===== config.mk =====
export PLATFORM = sky130hd
export DESIGN_NAME = pcie_switch_pm_fence_pme
export DESIGN_NICKNAME = d
export VERILOG_FILES = /design/src/shared/pm_fence_pkg.sv /design/src/verilog/pcie_switch_pm_fence_pme.sv
export SDC_FILE = /design/constraint.sdc
export NUM_CORES = 1
export LEC_CHECK = 0
export ABC_AREA = 1
export BUFFER_PORTS_ARGS = -buffer_cell sky130_fd_sc_hd__buf_2
export CAP_MARGIN = 10
export CORE_MARGIN = 4
export CORE_UTILIZATION = 40
export DETAILED_ROUTE_END_ITERATION = 6
export PLACE_DENSITY = 0.67
export SLEW_MARGIN = 20
export SYNTH_ARGS = -nofsm -noshare
export SYNTH_HDL_FRONTEND = slang
export SYNTH_SLANG_ARGS = --single-unit

===== constraint.sdc =====
create_clock -name i_mclk -period 3.1 [get_ports i_mclk]
set_input_delay 0.31 -clock i_mclk [delete_from_list [all_inputs] [get_ports i_mclk]]
set_output_delay 0.31 -clock i_mclk [all_outputs]
set_load 0.05 [all_outputs]

===== src/shared/pm_fence_pkg.sv =====
// shared constants and carrier types for the switch power-management block
package pm_fence_pkg;

  // ****************************************************************
  // sizes
  // ****************************************************************
  localparam int unsigned NUM_DS     = 2;
  localparam int unsigned NUM_BDV    = 8;
  localparam int unsigned BDV_IDX_W  = 3;
  localparam int unsigned TMO_W      = 16;
  localparam int unsigned DATA_W     = 32;

  // ****************************************************************
  // timing: one timer tick in ns, converted to core clock cycles
  // ****************************************************************
  localparam int unsigned CLK_PERIOD_NS = 5;
  localparam int unsigned TICK_NS       = 1000;
  localparam int unsigned TICK_CYC      = (TICK_NS + CLK_PERIOD_NS - 1)
                                          / CLK_PERIOD_NS;
  localparam int unsigned TICK_CNT_W    = 8;

  // ****************************************************************
  // reset values
  // ****************************************************************
  localparam logic [DATA_W-1:0] BCAP_RST = 32'h0000_0000;
  localparam logic [DATA_W-1:0] BDV_RST  = 32'h0000_0000;

  // ****************************************************************
  // device power states and fence states (one-hot)
  // ****************************************************************
  typedef enum logic [3:0] {
    PS_D0U  = 4'h1,
    PS_D0A  = 4'h2,
    PS_D3H  = 4'h4,
    PS_D3C  = 4'h8
  } pwr_state_e;

  typedef enum logic [3:0] {
    FN_IDLE = 4'h1,
    FN_COLL = 4'h2,
    FN_ACK  = 4'h4,
    FN_DONE = 4'h8
  } fence_state_e;

  // per downstream port link status from the link layer
  typedef struct packed {
    logic active;
    logic in_l0;
    logic in_l23;
  } ds_link_s;

  // budget data register access
  typedef struct packed {
    logic                 wr;
    logic [BDV_IDX_W-1:0] idx;
    logic [DATA_W-1:0]    data;
  } bdv_wr_s;

endpackage : pm_fence_pkg


===== src/verilog/pcie_switch_pm_fence_pme.sv =====
// power-management event, turn-off fence and budgeting registers
// How it works
// no event messages while in D3cold
// ports emit hot-plug events from D3hot
// resend event when service timer expires
// root puts devices in D3, broadcasts
// turn-off accepted in any power state
// forward turn-off to active downstream ports
// ack upstream after all acks, enter L2/L3
// upstream TLP abandons ack collection
// after ack queued, drop later TLPs
// TLP aimed at switch handled normally
// forward TLP, retrain L2/L3 link first
// abandon leaves downstream handshakes running
// ack time-out counts as ack, L2/L3
// D0 uninitialized resumes event messages
// capability header zero unless loaded
// software links capability pointer chain
// eight budget data value registers
// data writes only while unlock set
// D3hot port may take link to L1
// timers count in fixed core ticks
`timescale 1ns/1ps
module pcie_switch_pm_fence_pme
  import pm_fence_pkg::*;
(
  input  wire logic                 i_mclk,
  input  wire logic                 i_rst,
  input  wire logic [1:0]           i_sw_pmstate,
  input  wire logic [2*NUM_DS-1:0]  i_ds_pmstate,
  input  wire logic                 i_pwr_removed,
  input  wire logic [NUM_DS-1:0]    i_hp_event,
  input  wire logic [NUM_DS-1:0]    i_pm_event_status_bit,
  input  wire logic [TMO_W*NUM_DS-1:0] i_event_service_timeout_field,
  input  wire logic [TMO_W*NUM_DS-1:0] i_turnoff_ack_timeout_field,
  input  wire ds_link_s [NUM_DS-1:0] i_ds_link,
  input  wire logic                 i_us_turnoff,
  input  wire logic                 i_us_tlp,
  input  wire logic                 i_us_tlp_to_self,
  input  wire logic [NUM_DS-1:0]    i_us_tlp_port,
  input  wire logic [NUM_DS-1:0]    i_ds_ack,
  input  wire logic                 i_budget_data_unlock_bit,
  input  wire logic                 i_eeprom_load,
  input  wire logic [DATA_W-1:0]    i_eeprom_bcap,
  input  wire bdv_wr_s              i_bdv_wr,
  input  wire logic [BDV_IDX_W-1:0] i_bdv_rd_idx,
  output logic [NUM_DS-1:0]         o_pme_send,
  output logic [NUM_DS-1:0]         o_ds_turnoff,
  output logic                      o_us_ack,
  output logic                      o_us_to_l23,
  output logic                      o_abandoned,
  output logic                      o_tlp_drop,
  output logic                      o_tlp_local,
  output logic [NUM_DS-1:0]         o_tlp_fwd,
  output logic [NUM_DS-1:0]         o_ds_retrain,
  output logic [NUM_DS-1:0]         o_ds_to_l23,
  output logic [NUM_DS-1:0]         o_ds_ack_tmo,
  output logic [NUM_DS-1:0]         o_ds_l1_allow,
  output logic [DATA_W-1:0]         o_budget_capability_header,
  output logic [DATA_W-1:0]         o_bdv_rd_data,
  output logic [1:0]                o_pwr_state
);

  // ****************************************************************
  // device power state
  // ****************************************************************
  pwr_state_e ps_r;

  // pm state codes: 0 = D0, 3 = D3hot
  always_ff @(posedge i_mclk) begin
    if (i_rst) begin
      ps_r <= PS_D0U;
    end else if (i_pwr_removed) begin
      ps_r <= PS_D3C;
    end else begin
      unique case (ps_r)
        PS_D0U: if (i_sw_pmstate == 2'h3) ps_r <= PS_D3H;
                else ps_r <= PS_D0A;
        PS_D0A: if (i_sw_pmstate == 2'h3) ps_r <= PS_D3H;
        PS_D3H: if (i_sw_pmstate == 2'h0) ps_r <= PS_D0U;
        PS_D3C: ps_r <= PS_D3C;
      endcase
    end
  end

  always_comb begin
    unique case (ps_r)
      PS_D0U:  o_pwr_state = 2'h0;
      PS_D0A:  o_pwr_state = 2'h1;
      PS_D3H:  o_pwr_state = 2'h2;
      PS_D3C:  o_pwr_state = 2'h3;
      default: o_pwr_state = 2'h3;
    endcase
  end

  // ****************************************************************
  // shared tick for all timers
  // ****************************************************************
  logic [TICK_CNT_W-1:0] tick_cnt_r;
  logic                  tick;

  assign tick = (tick_cnt_r == TICK_CNT_W'(TICK_CYC - 1));

  always_ff @(posedge i_mclk) begin
    if (i_rst || tick) begin
      tick_cnt_r <= '0;
    end else begin
      tick_cnt_r <= tick_cnt_r + 1'b1;
    end
  end

  // ****************************************************************
  // fence state machine
  // ****************************************************************
  fence_state_e         fn_r;
  logic [NUM_DS-1:0]    pend_r;
  logic [NUM_DS-1:0]    ack_tmo;
  logic                 collect_done;

  assign collect_done = (pend_r & ~i_ds_ack & ~ack_tmo) == '0;

  // a turnoff is taken in every power state, even D3cold housekeeping
  always_ff @(posedge i_mclk) begin
    if (i_rst) begin
      fn_r <= FN_IDLE;
    end else begin
      unique case (fn_r)
        FN_IDLE: if (i_us_turnoff) fn_r <= FN_COLL;
        FN_COLL: begin
          if (i_us_tlp) fn_r <= FN_IDLE;
          else if (collect_done) fn_r <= FN_ACK;
        end
        FN_ACK:  fn_r <= FN_DONE;
        FN_DONE: if (i_us_turnoff) fn_r <= FN_COLL;
      endcase
    end
  end

  always_ff @(posedge i_mclk) begin
    if (i_rst) begin
      o_us_ack    <= 1'b0;
      o_us_to_l23 <= 1'b0;
      o_abandoned <= 1'b0;
    end else begin
      o_us_ack    <= (fn_r == FN_COLL) && !i_us_tlp && collect_done;
      o_us_to_l23 <= (fn_r == FN_ACK) ? 1'b1 :
                     (fn_r == FN_IDLE) ? 1'b0 : o_us_to_l23;
      o_abandoned <= (fn_r == FN_COLL) && i_us_tlp;
    end
  end

  // ****************************************************************
  // upstream TLP routing
  // ****************************************************************
  logic tlp_live;

  assign tlp_live = i_us_tlp && (fn_r != FN_ACK) && (fn_r != FN_DONE);

  always_ff @(posedge i_mclk) begin
    if (i_rst) begin
      o_tlp_drop  <= 1'b0;
      o_tlp_local <= 1'b0;
    end else begin
      o_tlp_drop  <= i_us_tlp &&
                     ((fn_r == FN_ACK) || (fn_r == FN_DONE));
      o_tlp_local <= tlp_live && i_us_tlp_to_self;
    end
  end

  // ****************************************************************
  // per downstream port: events, turnoff, ack timer, forwarding
  // ****************************************************************
  genvar g;
  generate
    for (g = 0; g < NUM_DS; g++) begin : g_ds
      logic [TMO_W-1:0] ev_tmr_r;
      logic             ev_wait_r;
      logic [TMO_W-1:0] ack_tmr_r;
      logic             hold_r;
      logic             ds_d3h;
      logic             ev_ok;
      logic             ev_expire;
      logic             want_tlp;

      assign ds_d3h = (i_ds_pmstate[2*g +: 2] == 2'h3);
      // cold switch stays silent; D3hot at port or switch may signal
      assign ev_ok = (ps_r != PS_D3C) &&
                     (ds_d3h || (ps_r == PS_D3H));
      assign ev_expire = ev_wait_r && tick &&
        (ev_tmr_r >= i_event_service_timeout_field[TMO_W*g +: TMO_W]);
      assign o_ds_l1_allow[g] = ds_d3h;

      always_ff @(posedge i_mclk) begin
        if (i_rst) begin
          o_pme_send[g] <= 1'b0;
          ev_wait_r     <= 1'b0;
          ev_tmr_r      <= '0;
        end else begin
          o_pme_send[g] <= 1'b0;
          if (!i_pm_event_status_bit[g] || !ev_ok) begin
            ev_wait_r <= 1'b0;
          end else if ((i_hp_event[g] && !ev_wait_r) || ev_expire) begin
            o_pme_send[g] <= 1'b1;
            ev_wait_r     <= 1'b1;
            ev_tmr_r      <= '0;
          end else if (ev_wait_r && tick) begin
            ev_tmr_r <= ev_tmr_r + 1'b1;
          end
        end
      end

      // pending survives an abandon so the handshake runs on
      assign ack_tmo[g] = pend_r[g] && tick &&
        (ack_tmr_r >= i_turnoff_ack_timeout_field[TMO_W*g +: TMO_W]);

      always_ff @(posedge i_mclk) begin
        if (i_rst) begin
          pend_r[g]       <= 1'b0;
          ack_tmr_r       <= '0;
          o_ds_turnoff[g] <= 1'b0;
          o_ds_ack_tmo[g] <= 1'b0;
        end else begin
          o_ds_turnoff[g] <= 1'b0;
          o_ds_ack_tmo[g] <= ack_tmo[g] && !i_ds_ack[g];
          if (i_us_turnoff && (fn_r != FN_COLL) && i_ds_link[g].active) begin
            o_ds_turnoff[g] <= 1'b1;
            pend_r[g]       <= 1'b1;
            ack_tmr_r       <= '0;
          end else if (pend_r[g] && (i_ds_ack[g] || ack_tmo[g])) begin
            pend_r[g] <= 1'b0;
          end else if (pend_r[g] && tick) begin
            ack_tmr_r <= ack_tmr_r + 1'b1;
          end
        end
      end

      always_ff @(posedge i_mclk) begin
        if (i_rst) begin
          o_ds_to_l23[g] <= 1'b0;
        end else if (pend_r[g] && (i_ds_ack[g] || ack_tmo[g])) begin
          o_ds_to_l23[g] <= 1'b1;
        end else if (i_ds_link[g].in_l0) begin
          o_ds_to_l23[g] <= 1'b0;
        end
      end

      // a TLP for a sleeping link waits in hold_r until it retrains
      assign want_tlp = (tlp_live && !i_us_tlp_to_self &&
                         i_us_tlp_port[g]) || hold_r;

      always_ff @(posedge i_mclk) begin
        if (i_rst) begin
          hold_r          <= 1'b0;
          o_tlp_fwd[g]    <= 1'b0;
          o_ds_retrain[g] <= 1'b0;
        end else begin
          o_tlp_fwd[g]    <= want_tlp && i_ds_link[g].in_l0;
          o_ds_retrain[g] <= want_tlp && !i_ds_link[g].in_l0 &&
                             !hold_r;
          hold_r          <= want_tlp && !i_ds_link[g].in_l0;
        end
      end

      a_ack_done: assert property (@(posedge i_mclk) disable iff (i_rst)
        (pend_r[g] && i_ds_ack[g] && !i_us_turnoff) |=> !pend_r[g])
        else $error("port pending did not clear on ack");
      a_cold_quiet: assert property (@(posedge i_mclk) disable iff (i_rst)
        (ps_r == PS_D3C) |=> !o_pme_send[g])
        else $error("event message sent in D3cold");
      a_turnoff_fwd: assert property (@(posedge i_mclk) disable iff (i_rst)
        (i_us_turnoff && fn_r == FN_IDLE && i_ds_link[g].active)
        |=> o_ds_turnoff[g])
        else $error("turnoff not forwarded to active port");
      a_fwd_l0: assert property (@(posedge i_mclk) disable iff (i_rst)
        (tlp_live && !i_us_tlp_to_self && i_us_tlp_port[g] &&
         i_ds_link[g].in_l0) |=> o_tlp_fwd[g])
        else $error("TLP to L0 port not forwarded");
      a_tmo_l23: assert property (@(posedge i_mclk) disable iff (i_rst)
        ack_tmo[g] |=> o_ds_to_l23[g])
        else $error("timed-out port not moved to L2/L3");
    end
  endgenerate

  // ****************************************************************
  // power budgeting registers
  // ****************************************************************
  logic [DATA_W-1:0] bdv_r [NUM_BDV];

  always_ff @(posedge i_mclk) begin
    if (i_rst) begin
      o_budget_capability_header <= BCAP_RST;
    end else if (i_eeprom_load) begin
      o_budget_capability_header <= i_eeprom_bcap;
    end
  end

  generate
    for (g = 0; g < NUM_BDV; g++) begin : g_bdv
      always_ff @(posedge i_mclk) begin
        if (i_rst) begin
          bdv_r[g] <= BDV_RST;
        end else if (i_bdv_wr.wr && i_budget_data_unlock_bit &&
                     i_bdv_wr.idx == BDV_IDX_W'(g)) begin
          bdv_r[g] <= i_bdv_wr.data;
        end
      end
    end
  endgenerate

  always_ff @(posedge i_mclk) begin
    if (i_rst) begin
      o_bdv_rd_data <= '0;
    end else begin
      o_bdv_rd_data <= bdv_r[i_bdv_rd_idx];
    end
  end

  // ****************************************************************
  // checks
  // ****************************************************************
  a_ack_after_all: assert property (@(posedge i_mclk) disable iff (i_rst)
    o_us_ack |-> $past(collect_done) && !$past(i_us_tlp))
    else $error("upstream ack before all acks");
  a_abandon_idle: assert property (@(posedge i_mclk) disable iff (i_rst)
    (fn_r == FN_COLL && i_us_tlp) |=> (fn_r == FN_IDLE) && o_abandoned)
    else $error("collection not abandoned on TLP");
  a_drop_after: assert property (@(posedge i_mclk) disable iff (i_rst)
    (fn_r == FN_DONE && i_us_tlp) |=> o_tlp_drop && !o_tlp_local)
    else $error("TLP after ack not dropped");
  a_local_tlp: assert property (@(posedge i_mclk) disable iff (i_rst)
    (fn_r == FN_COLL && i_us_tlp && i_us_tlp_to_self) |=> o_tlp_local)
    else $error("abandoning TLP for the switch not handled");
  a_l23_after: assert property (@(posedge i_mclk) disable iff (i_rst)
    o_us_ack |=> o_us_to_l23)
    else $error("upstream link not moved to L2/L3");
  a_locked_bdv: assert property (@(posedge i_mclk) disable iff (i_rst)
    (i_bdv_wr.wr && !i_budget_data_unlock_bit)
    |=> bdv_r[$past(i_bdv_wr.idx)] == $past(bdv_r[i_bdv_wr.idx]))
    else $error("locked budget register changed");
  a_resume_d0u: assert property (@(posedge i_mclk) disable iff (i_rst)
    (ps_r == PS_D3H && i_sw_pmstate == 2'h0 && !i_pwr_removed)
    |=> ps_r == PS_D0U)
    else $error("no return to D0 uninitialized");

endmodule : pcie_switch_pm_fence_pme


After elaboration in Yosys (flattened, before gate mapping)
Memory sizes are Yosys's and may differ from the RTL's. A register that Yosys moved wholly into a read port is not among the register bits.
Index checks and enable logic that the tools add are counted.
{"block": "classes", "add_sub_neg": 5, "magnitude_cmp": 4, "eq_ne": 29, "muxes": 62, "bitwise_logic": 16, "reduce_logical": 93}
{"cell": "two-way mux 32 bit", "n": 8}
{"cell": "adder 16 x 1 -> 16 bit (second input constant)", "n": 4}
{"cell": "greater-or-equal comparator 16 bit", "n": 4}
{"cell": "two-way mux 16 bit", "n": 4}
{"cell": "logical AND 1 bit", "n": 44}
{"cell": "two-way mux 1 bit", "n": 40}
{"cell": "two-way mux 4 bit", "n": 6}
{"cell": "case mux 4 bit (4 select lines)", "n": 1}
{"cell": "logical NOT 1 bit", "n": 14}
{"cell": "AND reduction 2 bit", "n": 7}
{"cell": "nonzero test 2 bit", "n": 7}
{"cell": "equality test 3 bit (second input constant)", "n": 4}
{"cell": "logical OR 1 bit", "n": 12}
{"cell": "case mux 4 bit (3 select lines)", "n": 1}
{"cell": "OR reduction 2 bit", "n": 6}
{"cell": "!= test 3 bit (second input constant)", "n": 3}
{"cell": "adder 8 x 1 -> 8 bit (second input constant)", "n": 1}
{"cell": "equality test 4 x 1 -> 1 bit (second input constant)", "n": 2}
{"cell": "equality test 4 x 2 -> 1 bit (second input constant)", "n": 2}
{"cell": "equality test 4 x 3 -> 1 bit (second input constant)", "n": 2}
{"cell": "equality test 4 bit (second input constant)", "n": 2}
{"cell": "equality test 8 bit (second input constant)", "n": 1}
{"cell": "!= test 4 bit (second input constant)", "n": 2}
{"cell": "bitwise OR 1 bit", "n": 8}
{"cell": "14 further kinds", "n": 24}
{"block": "word_totals", "register_bits": 135, "ram_bits": 256, "out_inout_bits": 85, "wordCells": 242, "mem_count": 1}
{"memory": "bdv_r", "words": 8, "width": 32, "rd": 1, "rd_ports_with_merged_regs": 1, "write_ports": 8, "line_no": "pcie_switch_pm_fence_pme.sv:287", "source": "logic [DATA_W-1:0] bdv_r [NUM_BDV];"}

Logic depth before layout (Yosys ltp)
{"block": "logic_depth", "ltp_word": 9, "ltp_mapped": 18, "mapped_depth_nobuf": 18}

Least setup slack after synthesis
OpenSTA, ideal clock, no wires.
{"block": "synth_path", "kind": "in2reg", "from": "input port i_bdv_wr[32] in the netlist's numbering", "to": "memory bdv_r[6][0] (enable)", "setup_ns": 0.466, "t_arrival_ns": 2.718, "required_ns": 2.634, "path_slack_ns": -0.083, "stages": 3, "path_cell_list": "inv_1 -> nand2_1 -> o21ai_0"}
{"element": "start, declared", "line_no": "pcie_switch_pm_fence_pme.sv:45", "source": "input wire bdv_wr_s i_bdv_wr,"}
{"element": "end, declared", "line_no": "pcie_switch_pm_fence_pme.sv:287"}

Worst setup path after layout
{"block": "layout_path", "from": "register tick_cnt_r[0]", "to": "register g_ds[1].ack_tmr_r[9]"}
{"block": "layout_via", "elab_chain_len": 7}
{"element": "start, declared", "line_no": "pcie_switch_pm_fence_pme.sv:99", "source": "logic [TICK_CNT_W-1:0] tick_cnt_r;"}
{"element": "start signal, assigned", "line_no": "pcie_switch_pm_fence_pme.sv:108", "source": "tick_cnt_r <= tick_cnt_r + 1'b1;"}
{"element": "equality test 8 bit *", "line_no": "pcie_switch_pm_fence_pme.sv:102", "source": "assign tick = (tick_cnt_r == TICK_CNT_W'(TICK_CYC - 1));"}
{"element": "logical AND 1 bit *", "line_no": "pcie_switch_pm_fence_pme.sv:213, pcie_switch_pm_fence_pme.sv:231"}
{"element": "logical AND 1 bit", "line_no": "pcie_switch_pm_fence_pme.sv:213", "source": "assign ack_tmo[g] = pend_r[g] && tick &&"}
{"element": "logical OR 1 bit", "line_no": "pcie_switch_pm_fence_pme.sv:229", "source": "end else if (pend_r[g] && (i_ds_ack[g] || ack_tmo[g])) begin"}
{"element": "logical AND 1 bit", "line_no": "pcie_switch_pm_fence_pme.sv:229"}
{"element": "NOT 1 bit (no line)"}
{"element": "AND reduction 2 bit (no line) *"}
{"element": "end signal, assigned", "line_no": "pcie_switch_pm_fence_pme.sv:232", "source": "ack_tmr_r <= ack_tmr_r + 1'b1;"}
{"element": "end, declared", "line_no": "pcie_switch_pm_fence_pme.sv:178", "source": "logic [TMO_W-1:0] ack_tmr_r;"}
Mark *: on every way between the ends. The rest lies on a longest branch, timed or not.
A chain may end at the register's enable or synchronous reset.

==> metrics.md <==
| Metric | Value |
|---|---|
| Arrival time at the worst endpoint | 2.74 ns |
| Leak Pwr | 9.94 nW |
| Skew final | 0.0374 ns |
| Max Cap Viol | 0 |
| Worst Setup SP | tick_cnt_r[0]$_SDFF_PP0_ |
| Leading area contributor after synthesis | edfxtp_1 |
| Synthesized cell area | 19400 um2 |
| Starting Density | 40.5% |
| Global route overflow | 0 |
| Ys flop type | edfxtp_1 |
| RR Startpoint | tick_cnt_r[0]$_SDFF_PP0_ |
| FF-to-FF path depth | 11 |
| Tot Pwr | 13.5 mW |
| FMAX | 0.436 GHz |
| Post-CTS setup buffer count | 0 |
| Vias post-DR | between 15000 and 20000 |
| Post-synthesis sequential area ratio | 56.9% |
| Final GP Congestion | 0.840 |
| Yosys warns | 0 |
| Area of the multi-input gates | approximately 7000 um2 |
| # setup viols final | 0 |
| Commonest cells post-synth | 607 x nor2_1, 256 x edfxtp_1, 221 x o21ai_0 |
| Worst Hold Depth | 4 |
| Crit Reg-Reg Endpoint | g_ds[1].ack_tmr_r[9]$_SDFFE_PP0P_ |
| Vias in the first global route | around 16000 |
| Yosys cell types | 45 |
| H-tree Lvls | 2 |
| CP Capture Type | register |
| Clk pin slew, worst setup/hold paths | 0.06 ns |
| Net Count, Synth | 2421 |
| Clock Sinks | 423 |
| Share of cells above drive strength 1 | between 15 and 20% |
| TritonCTS buffer count | 47 |
| Main area contributors after synthesis | edfxtp_1 40%, dfxtp_1 17%, nor2_1 12% |
| Port Buf Inserts | roughly 250 |
| Pins Over Slew Limit | 0 |
| Hpwl dp | 31.7 mm |
| Total negative slack | 0 ns |
| Die width | 228 um |
| Tightest Hold Check Type | in -> reg |
| Pwr per Cell Area | 577 nW/um2 |
| Fin. Hold Viols | 0 |
| Number of enable flip-flop cells after synthesis | 256 |
| Final nets | about 2700 |
| Min Hold Slack | 0.0446 ns |
| Worst-path maximum fanout | 11 |
| I/O pin count | around 250 |
| Max_slew headroom | 36.7% |
| FF+latch count, synth | 423 |
| Routed Antenna Nets | 0 |
| Register area | 11000 um2 |
| Final Cycle Share | between 70% and 80% |
| WP data required | 3.55 ns |
| Drt pass-1 iters | 5 |
| Deepest clock path buffer count | 3 |
| Largest net degree at the start of global routing | 76 |
| Maximum vdd drop | between 0.5 and 0.6 mV |
| Die ar. | 52000 um2 |
| Post-Route WL | 51.6 mm |
| Clock Latency Late Sink | ~0.6 ns |
| Routed WL per cell | about 17 um |
| GR Util All Layers | 19.1% |
| DRC | 0 |
| CP startpoint kind | register |
| Core ar. | between 40000 and 50000 um2 |
| DIE HEIGHT | around 230 um |
| Number of fill cells | about 4400 |
| RSZ-0062 raised after global routing | no |
| # rows | 80 |
| Area Growth Syn to Fin | 20.6% |
| First-pass GRT wire length | 81.8 mm |
| Count leader, synth | nor2_1 |
| Period minus WS final | ~2.3 ns |
| Async SR Flop Fraction | 0% |
| Initial drt markers | 1208 |
| CTS tree | yes |
| Number of cells produced by synthesis | approximately 2200 |
| Status | finished clean |
| R2R Setup Slk | a little over 0.8 ns |
| Avg Cell Area, Syn | between 8 and 9 um2 |
| Least-Margin Pin Slew | around 0.95 ns |
| Worst Setup EP | g_ds[1].ack_tmr_r[9]$_SDFFE_PP0P_ |
| Yosys top cell area share | 39.7% |
| CTS root buffer | clkbuf_16 |
| Worst Setup Path Type | reg -> reg |
| Vias per cell | 5.18 |
| Initial antenna violation count | 2 |
==> critical path, cell delays in order, from the launching register on <==
cell	delay [ns]
dfxtp_1	0.35
ha_1	0.17
nand2_1	0.10
nor3_2	0.21
nand2_1	0.26
nor2_1	0.16
nand2_1	0.13
nand4_1	0.10
buf_4	0.19
clkinv_1	0.26
nand2_1	0.14
a21oi_1	0.08
==> cell type report <==
class	count	share of cell area, %
clock inverters	25	1.30
multi-input cells	1457	30.8
repair buffers	324	8.33
well taps	615	3.29
flip-flops and latches	423	47.2
inverters	212	3.40
clock buffers	63	5.72
diodes	2	0.0214
==> how the worst min path moves through the flow <==
stage | from | endpoint | slack, ns
2_1_floorplan | i_ds_link[1] | g_ds[0].hold_r$_SDFF_PP0_ | 0.38
3_3_place_gp | g_ds[0].hold_r$_SDFF_PP0_ | o_ds_retrain[0]$_SDFF_PP0_ | 0.41
3_5_place_dp | g_ds[1].hold_r$_SDFF_PP0_ | o_ds_retrain[1]$_SDFF_PP0_ | 0.42
4_1_cts | i_sw_pmstate[0] | ps_r[1]$_SDFFE_PP0P_ | 0.006
5_1_grt | i_pm_event_status_bit[0] | g_ds[0].ev_wait_r$_SDFFE_PP0N_ | 0.03
6_report | i_sw_pmstate[0] | ps_r[1]$_SDFFE_PP0P_ | 0.04
==> cell usage in the layout (no fill, tap or decap), types with 9 or more instances in the layout <==
master | netlist | layout
dfxtp_1 | 167 | 167
ha_1 | 69 | 69
buf_2 | 10 | 244
o22ai_1 | 34 | 34
xnor2_1 | 9 | 9
xor2_1 | 22 | 22
nor3_1 | 37 | 37
a31oi_1 | 34 | 34
dlygate4sd3_1 | 0 | 40
clkbuf_16 | 0 | 47
nor2_1 | 607 | 607
o21ai_0 | 221 | 219
nand4_1 | 18 | 18
nand2_1 | 215 | 215
clkbuf_8 | 0 | 10
buf_4 | 2 | 38
inv_1 | 205 | 203
nand3_1 | 64 | 64
edfxtp_1 | 256 | 256
a21oi_1 | 78 | 78
==> report_power, final <==
group	switching, mW	total, mW	leakage, nW	internal (mW)
sequential	0.0975	6.35	3.82	6.26
combinational	0.944	1.33	5.31	0.382
clock	2.40	5.81	0.803	3.41
==> layer usage <==
layer	up-vias	routed length, um	part of all wire, %	global-route usage [%]
li1	7857	-	-	-
met5	-	0	0	0
met4	0	1290	2.5	5.95
met3	95	3710	7.2	3.59
met1	7679	21800	42	24.8
met2	527	24800	48	32.6
==> flip-flops by register name, summed over array words and instances (netlist names), 4 cells and up <==
signal,flops
o_bdv_rd_data,32
bdv_r,256
g_ds.ack_tmr_r,32
o_budget_capability_header,32
tick_cnt_r,8
fn_r,4
g_ds.ev_tmr_r,32
ps_r,4
==> repair_timing <==
item                                   4_1_cts  5_1_grt
hold buffers                                40        0
endpoints found under the hold margin       46        0
resized for setup                            0        0
==> metrics by stage <==
step | setup WS, ns | instance area (um2) | std cells | util (%)
global route | 0.624 | 23400 | 3121 | 48.9
CTS | 0.853 | 23400 | 3119 | 48.9
global placement | 0.879 | 21300 | 2991 | 44.6
detailed placement | 0.830 | 21300 | 2991 | 44.6
finish | 0.805 | 23400 | 3121 | 48.9
floorplan | 0.782 | 19400 | 2189 | -
==> cell families after synthesis <==
family | synth area share, %
simple gates | 20.4
flops | 56.9
fa+ha+maj | 4.46
xor+xnor | 1.40
compound gates | 10.7
buf+inv | 6.09
(Power assumes the default switching activity.)
